===== config.mk =====
export PLATFORM = sky130hd
export DESIGN_NAME = scm_top
export DESIGN_NICKNAME = d
export VERILOG_FILES = /design/src/scm_pkg.sv /design/src/scm_rate_gen.sv /design/src/scm_top.sv
export SDC_FILE = /design/constraint.sdc
export NUM_CORES = 1
export LEC_CHECK = 0
export ABC_AREA = 1
export BUFFER_PORTS_ARGS = -buffer_cell sky130_fd_sc_hd__buf_2
export CAP_MARGIN = 10
export CELL_PAD_IN_SITES_DETAIL_PLACEMENT = 1
export CELL_PAD_IN_SITES_GLOBAL_PLACEMENT = 1
export CORE_ASPECT_RATIO = 1.5
export CORE_UTILIZATION = 44
export CTS_BUF_LIST = sky130_fd_sc_hd__clkbuf_2
export DETAILED_ROUTE_END_ITERATION = 10
export GPL_TIMING_DRIVEN = 0
export PLACE_DENSITY_LB_ADDON = 0.1
export RECOVER_POWER = 100
export SLEW_MARGIN = 20
export SYNTH_ARGS = -nofsm -noshare
export SYNTH_HDL_FRONTEND = slang
export SYNTH_SLANG_ARGS = --single-unit
export TNS_END_PERCENT = 1

===== constraint.sdc =====
create_clock -name hclk -period 4.78 [get_ports hclk]
set_input_delay 0.717 -clock hclk [delete_from_list [all_inputs] [get_ports hclk]]
set_output_delay 0.717 -clock hclk [all_outputs]
set_load 0.05 [all_outputs]

===== src/scm_pkg.sv =====
// Shared constants, types and register map of the system clock controller
package scm_pkg;

  // Clock and oscillator rates
  localparam int unsigned HCLK_KHZ      = 125000;
  localparam int unsigned HCLK_MHZ      = 125;
  localparam int unsigned FAST_OSC_KHZ  = 30000;
  localparam int unsigned SLOW_OSC_KHZ  = 32;

  // Fast oscillator settle time, in microseconds, and in hclk cycles
  localparam int unsigned FAST_SETTLE_US  = 16;
  localparam int unsigned FAST_SETTLE_CYC = FAST_SETTLE_US * HCLK_MHZ;

  // Longest spacing of slow oscillator ticks, rounded up, plus one of jitter
  localparam int unsigned SLOW_GAP_MAX =
    (HCLK_KHZ + SLOW_OSC_KHZ - 1) / SLOW_OSC_KHZ + 1;

  // Register byte offsets
  localparam logic [7:0] OFS_SYSCLK_CTRL = 8'h00;
  localparam logic [7:0] OFS_FOSC_CTRL   = 8'h04;
  localparam logic [7:0] OFS_MODE_STAT   = 8'h08;

  // Field positions
  localparam int unsigned SEL_LSB        = 5;
  localparam int unsigned SEL_MSB        = 7;
  localparam int unsigned FAST_KEEP_BIT  = 1;
  localparam int unsigned SLOW_KEEP_BIT  = 0;
  localparam int unsigned FOSC_EN_BIT    = 0;
  localparam int unsigned FOSC_STBL_BIT  = 1;

  // Selection codes and reset values
  localparam logic [2:0] SEL_RESERVED = 3'h0;
  localparam logic [2:0] SEL_SUB      = 3'h7;
  localparam logic [2:0] SEL_RESET    = 3'h2;
  localparam logic       KEEP_RESET   = 1'h0;
  localparam logic       FOSC_EN_RST  = 1'h1;

  // Operating modes
  typedef enum logic [2:0] {
    MODE_FAST,
    MODE_SLOW,
    MODE_SLEEP,
    MODE_IDLE0,
    MODE_IDLE1,
    MODE_IDLE2
  } scm_mode_t;

  // Clock enable pulses handed to the rest of the chip
  typedef struct packed {
    logic sys;
    logic fast;
    logic sub;
    logic wdt;
    logic tbase;
  } scm_clk_en_t;

endpackage : scm_pkg


===== src/scm_rate_gen.sv =====
// Fractional rate generator modelling one free RC oscillator as enable ticks
`timescale 1ns/10ps
`default_nettype none
module scm_rate_gen #(
  parameter int unsigned INC = 1,
  parameter int unsigned MOD = 2
) (
  input  wire logic hclk,
  input  wire logic hresetn,
  input  wire logic run,
  output logic      tick
);

  logic [16:0] acc;
  logic [17:0] sum;

  // Phase accumulator keeps the average rate exact
  assign sum = {1'b0, acc} + 18'(INC);

  // Stopped oscillator holds its phase and gives no ticks
  always_ff @(posedge hclk or negedge hresetn)
  begin
    if (!hresetn)
    begin
      acc  <= 17'h00000;
      tick <= 1'b0;
    end
    else if (run)
    begin
      if (sum >= 18'(MOD))
      begin
        acc  <= 17'(sum - 18'(MOD));
        tick <= 1'b1;
      end
      else
      begin
        acc  <= sum[16:0];
        tick <= 1'b0;
      end
    end
    else
    begin
      tick <= 1'b0;
    end
  end

endmodule : scm_rate_gen
`default_nettype wire


===== src/scm_top.sv =====
// System clock selection and operating mode control with AHB-Lite registers
//
// Summary of operation
// - Internal fast RC source at 30MHz
// - Internal slow RC source near 32kHz
// - Select codes: /2../64, sub, 000 reserved
// - Sub clock comes from slow RC source
// - Slow RC source also clocks watchdog and time base
// - Fast oscillator on sub follows its enable
// - Fast mode: divided fast clock, all on
// - Halt with no keep bits: sleep
// - Slow RC source runs in every mode
// - Halt, only slow keep: idle0
// - Halt, both keep bits: idle1
// - Halt, only fast keep: idle2
// - Fast keep bit keeps fast oscillator running in halt
// - Slow keep bit keeps sub clock running in halt
// - Stable flag clears on enable, sets later
// - Unimplemented register bits read zero
// - Fast enable bit: 0 off, 1 on
//
// The AHB-Lite register port and the register addresses are this design's own decisions.
`timescale 1ns/10ps
`default_nettype none
module scm_top (
  input  wire logic                hclk,
  input  wire logic                hresetn,
  input  wire logic                hsel,
  input  wire logic [31:0]         haddr,
  input  wire logic [1:0]          htrans,
  input  wire logic                hwrite,
  input  wire logic [2:0]          hsize,
  input  wire logic [31:0]         hwdata,
  input  wire logic                hready,
  output logic      [31:0]         hrdata,
  output logic                     hreadyout,
  output logic                     hresp,
  input  wire logic                cpu_halt,
  output scm_pkg::scm_clk_en_t     clk_en,
  output scm_pkg::scm_mode_t       op_mode,
  output logic                     fast_osc_running
);
  import scm_pkg::*;

  logic        ph_valid;
  logic        ph_write;
  logic [7:0]  ph_addr;
  logic        rd_wait;
  logic        wr_en;
  logic [2:0]  sysclk_select;
  logic        fast_osc_idle_keep;
  logic        slow_osc_idle_keep;
  logic        fast_osc_enable;
  logic        fast_osc_stable_flag;
  logic [2:0]  active_sel;
  logic        fast_run;
  logic        sub_run;
  logic        fast_tick;
  logic        low_speed_rc_osc_tick;
  logic [11:0] settle_cnt;
  logic        settle_done;
  logic        fosc_en_rise;
  logic [5:0]  fast_div_cnt;
  logic        sys_allowed;
  logic        sys_src_tick;
  logic        target_ready;
  scm_mode_t   next_mode;
  logic [12:0] low_speed_rc_osc_gap;

  // Tick needs all mask bits of the divider count set
  function automatic logic [5:0] div_mask(input logic [2:0] code);
    div_mask = 6'((7'h01 << code) - 7'h01);
  endfunction : div_mask

  // Bus address phase capture; reads add one wait state so hrdata is a flop
  always_ff @(posedge hclk or negedge hresetn)
  begin
    if (!hresetn)
    begin
      ph_valid <= 1'b0;
      ph_write <= 1'b0;
      ph_addr  <= 8'h00;
    end
    else if (hready)
    begin
      ph_valid <= hsel && htrans[1];
      ph_write <= hwrite;
      ph_addr  <= haddr[7:0];
    end
  end

  // Read wait state lasts exactly one cycle
  always_ff @(posedge hclk or negedge hresetn)
  begin
    if (!hresetn)
      rd_wait <= 1'b0;
    else
      rd_wait <= ph_valid && !ph_write && !rd_wait;
  end

  // Handshake and response
  assign hreadyout = !(ph_valid && !ph_write && !rd_wait);
  assign hresp     = 1'b0;
  assign wr_en     = ph_valid && ph_write;

  // Read data, unmapped offsets and empty bits read zero
  always_ff @(posedge hclk or negedge hresetn)
  begin
    if (!hresetn)
      hrdata <= 32'h00000000;
    else if (ph_valid && !ph_write && !rd_wait)
    begin
      hrdata <= 32'h00000000;
      if (ph_addr == OFS_SYSCLK_CTRL)
      begin
        hrdata[SEL_MSB:SEL_LSB] <= sysclk_select;
        hrdata[FAST_KEEP_BIT]   <= fast_osc_idle_keep;
        hrdata[SLOW_KEEP_BIT]   <= slow_osc_idle_keep;
      end
      else if (ph_addr == OFS_FOSC_CTRL)
      begin
        hrdata[FOSC_STBL_BIT] <= fast_osc_stable_flag;
        hrdata[FOSC_EN_BIT]   <= fast_osc_enable;
      end
      else if (ph_addr == OFS_MODE_STAT)
        hrdata[7:0] <= {fast_run, active_sel, 1'b0, op_mode};
    end
  end

  // Control register writes
  always_ff @(posedge hclk or negedge hresetn)
  begin
    if (!hresetn)
    begin
      sysclk_select      <= SEL_RESET;
      fast_osc_idle_keep <= KEEP_RESET;
      slow_osc_idle_keep <= KEEP_RESET;
      fast_osc_enable    <= FOSC_EN_RST;
    end
    else if (wr_en && ph_addr == OFS_SYSCLK_CTRL)
    begin
      sysclk_select      <= hwdata[SEL_MSB:SEL_LSB];
      fast_osc_idle_keep <= hwdata[FAST_KEEP_BIT];
      slow_osc_idle_keep <= hwdata[SLOW_KEEP_BIT];
    end
    else if (wr_en && ph_addr == OFS_FOSC_CTRL)
      fast_osc_enable <= hwdata[FOSC_EN_BIT];
  end

  assign fosc_en_rise = wr_en && ph_addr == OFS_FOSC_CTRL
                        && hwdata[FOSC_EN_BIT] && !fast_osc_enable;

  // Oscillator run requests; outside halt fast also runs while it is or will be selected
  always_comb
  begin
    if (cpu_halt)
    begin
      fast_run = fast_osc_idle_keep;
      sub_run  = slow_osc_idle_keep;
    end
    else
    begin
      fast_run = fast_osc_enable || active_sel != SEL_SUB
                 || sysclk_select != SEL_SUB;
      sub_run  = 1'b1;
    end
  end

  assign fast_osc_running = fast_run;

  // Fast RC source at its nominal rate
  scm_rate_gen #(
    .INC (FAST_OSC_KHZ),
    .MOD (HCLK_KHZ)
  ) u_fast_osc (
    .hclk    (hclk),
    .hresetn (hresetn),
    .run     (fast_run),
    .tick    (fast_tick)
  );

  // Slow RC source never stops, the watchdog depends on it
  scm_rate_gen #(
    .INC (SLOW_OSC_KHZ),
    .MOD (HCLK_KHZ)
  ) u_slow_osc (
    .hclk    (hclk),
    .hresetn (hresetn),
    .run     (1'b1),
    .tick    (low_speed_rc_osc_tick)
  );

  // Settle timer; the enable write clears the flag even at the settle edge
  assign settle_done = settle_cnt == 12'(FAST_SETTLE_CYC - 1);

  always_ff @(posedge hclk or negedge hresetn)
  begin
    if (!hresetn)
    begin
      settle_cnt           <= 12'h000;
      fast_osc_stable_flag <= 1'b0;
    end
    else if (!fast_run || fosc_en_rise)
    begin
      settle_cnt           <= 12'h000;
      fast_osc_stable_flag <= 1'b0;
    end
    else if (settle_done)
      fast_osc_stable_flag <= 1'b1;
    else if (!fast_osc_stable_flag)
      settle_cnt <= settle_cnt + 12'h001;
  end

  // Divider chain off the fast source
  always_ff @(posedge hclk or negedge hresetn)
  begin
    if (!hresetn)
      fast_div_cnt <= 6'h00;
    else if (fast_tick)
      fast_div_cnt <= fast_div_cnt + 6'h01;
  end

  // Source tick of the active selection; fast ticks wait for stability
  always_comb
  begin
    if (active_sel == SEL_SUB)
      sys_src_tick = low_speed_rc_osc_tick && sub_run;
    else
      sys_src_tick = fast_tick && fast_osc_stable_flag
                     && (fast_div_cnt & div_mask(active_sel))
                        == div_mask(active_sel);
  end

  // Switch only between pulses and only to a running, stable source
  assign target_ready = sysclk_select == SEL_SUB || fast_osc_stable_flag;

  always_ff @(posedge hclk or negedge hresetn)
  begin
    if (!hresetn)
      active_sel <= SEL_RESET;
    else if (sysclk_select != active_sel && sysclk_select != SEL_RESERVED
             && target_ready && !sys_src_tick)
      active_sel <= sysclk_select;
  end

  // Mode from halt and keep bits
  always_comb
  begin
    if (!cpu_halt)
      next_mode = (active_sel == SEL_SUB) ? MODE_SLOW : MODE_FAST;
    else
    begin
      case ({fast_osc_idle_keep, slow_osc_idle_keep})
        2'b00:   next_mode = MODE_SLEEP;
        2'b01:   next_mode = MODE_IDLE0;
        2'b11:   next_mode = MODE_IDLE1;
        default: next_mode = MODE_IDLE2;
      endcase
    end
  end

  always_ff @(posedge hclk or negedge hresetn)
  begin
    if (!hresetn)
      op_mode <= MODE_FAST;
    else
      op_mode <= next_mode;
  end

  // System clock permission per mode
  always_comb
  begin
    case (op_mode)
      MODE_SLEEP: sys_allowed = 1'b0;
      MODE_IDLE0: sys_allowed = active_sel == SEL_SUB;
      MODE_IDLE2: sys_allowed = active_sel != SEL_SUB;
      default:    sys_allowed = 1'b1;
    endcase
  end

  // Registered enable pulses for consumers
  always_ff @(posedge hclk or negedge hresetn)
  begin
    if (!hresetn)
      clk_en <= '0;
    else
    begin
      clk_en.sys   <= sys_src_tick && sys_allowed;
      clk_en.fast  <= fast_tick;
      clk_en.sub   <= low_speed_rc_osc_tick && sub_run;
      clk_en.wdt   <= low_speed_rc_osc_tick;
      clk_en.tbase <= low_speed_rc_osc_tick && sub_run;
    end
  end

  // Helper: spacing of slow ticks
  always_ff @(posedge hclk or negedge hresetn)
  begin
    if (!hresetn)
      low_speed_rc_osc_gap <= 13'h0000;
    else if (clk_en.wdt)
      low_speed_rc_osc_gap <= 13'h0000;
    else
      low_speed_rc_osc_gap <= low_speed_rc_osc_gap + 13'h0001;
  end
endmodule : scm_top
`default_nettype wire


==> qor.yml <==
status: "finished with violations"
violations: "capacitance limit, slew limit"
yosys.area.top_type_share_pct: 37.4
peakVddDrop_v: 0.000191
cap_violations: 1
cp_common_cell: "clkbuf_1"
multi_input_area_mm2: 0.00267
yosysTopAreaCell: "dfrtp_1"
avgRoutedWirePerCell_um: 14.3
postCtsResizedCells: 0
grt_usage_pct: 22.5
ys_async_sr_fraction_pct: 100
cp_slowest_stage_delay_ps: 770
setup_viol: 0
fillers: 1588
ant_nets: 0
die_h_um: 137
grt.overflow.total: 0
h-tree-depth: 3
grt_pass1_wl_um: 22600
core-area_mm2: 0.0120
synth_area_mm2: 0.00536
drv_slew: 30
portBuffers: 35
gp_congestion: 0.835
antenna_found_initial: 1
fin_tns_setup_ps: 0
cts_hold_buf: 0
grt_max_degree: 55
synth_cells: 717
ys_types: 44
syn_to_final_growth_pct: 9.67
dp_slack_ps: 1930
cts_root_buffer: "clkbuf_2"
io_pins: 118
cts_tree: "done"
clockBufferDepth: 2
row_count: 49
tightest_slew_ps: 1750
die_area_mm2: 0.0126
wl_um: 13600
finalHoldViolCount: 0
crit_arrival_ps: 3140
cp-start-kind: "flip-flop"
ys.flop_type: "dfrtp_1"
post_cts_buffers: 0
viasPerCell: 5.03
initial_utilization_pct: 44.8
numCtsBuffers: 9
worstPathRequired_ps: 4060
post-route-period-util_pct: 80.6
worst_slack_ps: 928
die_x_um: 92.1
cp_max_fo: 10
crit_path_top_delay_cell: "a32oi_1"
relSlewSlack_pct: -16.7
worstSetupPathType: "reg2out"
drt_iter0_drc: 99
rsz0062_at_grt: "no"
seq_area_mm2: 0.00208
cellLeakagePower_nw: 3.07
path_cells: "clkbuf_1, nand3_1, nor2_1, a32oi_1, clkbuf_1, buf_2"
worst_clock_skew_ps: 25.4
synth.avg_cell_area_um2: 7.47
final_layout_size_suffix_gt1_share_pct: 11.6
cp-end-kind: "output port"
final.min_clock_period_ps: 3850
synth_seq_cells: 83
cellPowerDensity_mw_per_mm2: 470
synth_area_leaders: "dfrtp_1, nand2_1, inv_1"
grt_pass1_vias: 4929
clock_latency_ps: 560
dpl.hpwl_um: 10700
nNetsFinal: 880
r2r_slack_ps: 1690
seq_area_frac_synth_pct: 38.8
hold_class: "in2reg"
dr.pass1.iters: 4
route.detailed.drc: 0
clkSinkCount: 83
synth_edf_count: 0
fmax_ghz: 0.260
final_cell_mix: "nand2_1, inv_1, dfrtp_1, nor2_1, nand3_1"
synth-warning-count: 0
mostFrequentLayoutCell: "nand2_1"
clk_pin_slew_ps: 260
vias: 4766
==> flip-flops by register name, summed over array words and instances (netlist names), 3 cells and up <==
name / cells
u_fast_osc.acc: 14
active_sel: 3
sysclk_select: 3
fast_div_cnt: 6
ph_addr: 8
op_mode: 3
settle_cnt: 12
clk_en: 4
u_slow_osc.acc: 14
hrdata: 7
==> logic make-up after synthesis <==
group                      synth area share [%]
AOI/OAI and AO/OA                          7.78
buffers and inverters                      12.1
muxes                                     0.420
xor gates and xnor gates                   5.72
adders and majority gates                  3.74
DFF                                        38.8
other                                    0.0700
and+or+nand+nor                            31.3
==> power breakdown <==
group | internal [mW] | total (mW) | switching, mW
Clock | 0.125 | 0.401 | 0.275
Sequential | 0.843 | 0.996 | 0.153
Combinational | 0.463 | 1.37 | 0.903
==> final timing paths <==
check,from,end,cells after the start
max,active_sel[1]$_DFFE_PN1P_,fast_osc_running,6
min,haddr[2],ph_addr[2]$_DFFE_PN0P_,3
max reg2reg,u_fast_osc.acc[4]$_DFFE_PN0N_,u_fast_osc.acc[11]$_DFFE_PN0N_,16
min reg2reg,u_fast_osc.tick$_DFF_PN0_,clk_en[3]$_DFF_PN0_,0
max in group asynchronous,hresetn,sysclk_select[1]$_DFFE_PN1P_,2
min in group asynchronous,hresetn,ph_addr[3]$_DFFE_PN0P_,1
==> cell usage after synthesis (3+ instances only) <==
| master | n |
|---|---|
| xor2_1 | 29 |
| dfstp_2 | 3 |
| xnor2_1 | 6 |
| nor3_1 | 12 |
| nor3_2 | 5 |
| buf_4 | 29 |
| nand2_2 | 8 |
| nand3_2 | 5 |
| a31oi_1 | 3 |
| a21oi_1 | 22 |
| inv_1 | 91 |
| buf_2 | 5 |
| inv_2 | 4 |
| nor2_1 | 55 |
| o21ai_0 | 30 |
| nand2_1 | 195 |
| nand4_1 | 35 |
| nand3_1 | 43 |
| clkbuf_1 | 6 |
| dfrtp_1 | 80 |
| o21ai_1 | 4 |
| ha_1 | 16 |
| nor2_2 | 4 |
==> per-layer routing <==
layer	part of all wire (%)	track usage [%]	vias up	wire length [um]
met5	0	0	-	0
met4	2.0	8.07	0	273
met3	2.4	2.83	20	326
met2	56	44.2	75	7550
met1	40	24.2	2283	5410
li1	-	-	2388	-
==> area by class of cell <==
type / count / share of cell area, %
antenna: 1 / 0.0426
buffer: 42 / 4.58
clock buffer: 9 / 0.767
clock inverter: 7 / 1.28
inverter: 96 / 6.13
multi-input combinational: 521 / 45.4
sequential: 83 / 35.4
tap: 153 / 3.26
timing repair buffer: 36 / 3.09
==> worst max-delay path: cells and delay by family, from the launching register on <==
kind	cells	cell delay, ps
flops	1	420
simple gates	2	330
buf+inv	3	1070
compound gates	1	770
==> metrics by stage <==
stage | util [%] | cells | hold slack, ps | total power [mW] | area (um2)
detailed placement | 48.9 | 931 | 381 | 2.42 | 5850
global placement | 48.7 | 930 | 359 | 2.35 | 5820
finish | 49.1 | 948 | 344 | 2.76 | 5880
CTS | 49.9 | 947 | 22.3 | 2.83 | 5970
global route | 49.1 | 948 | 335 | 3.02 | 5880
floorplan | - | 742 | 348 | 2.08 | 5450
Power figures use the tool's default switching activity.
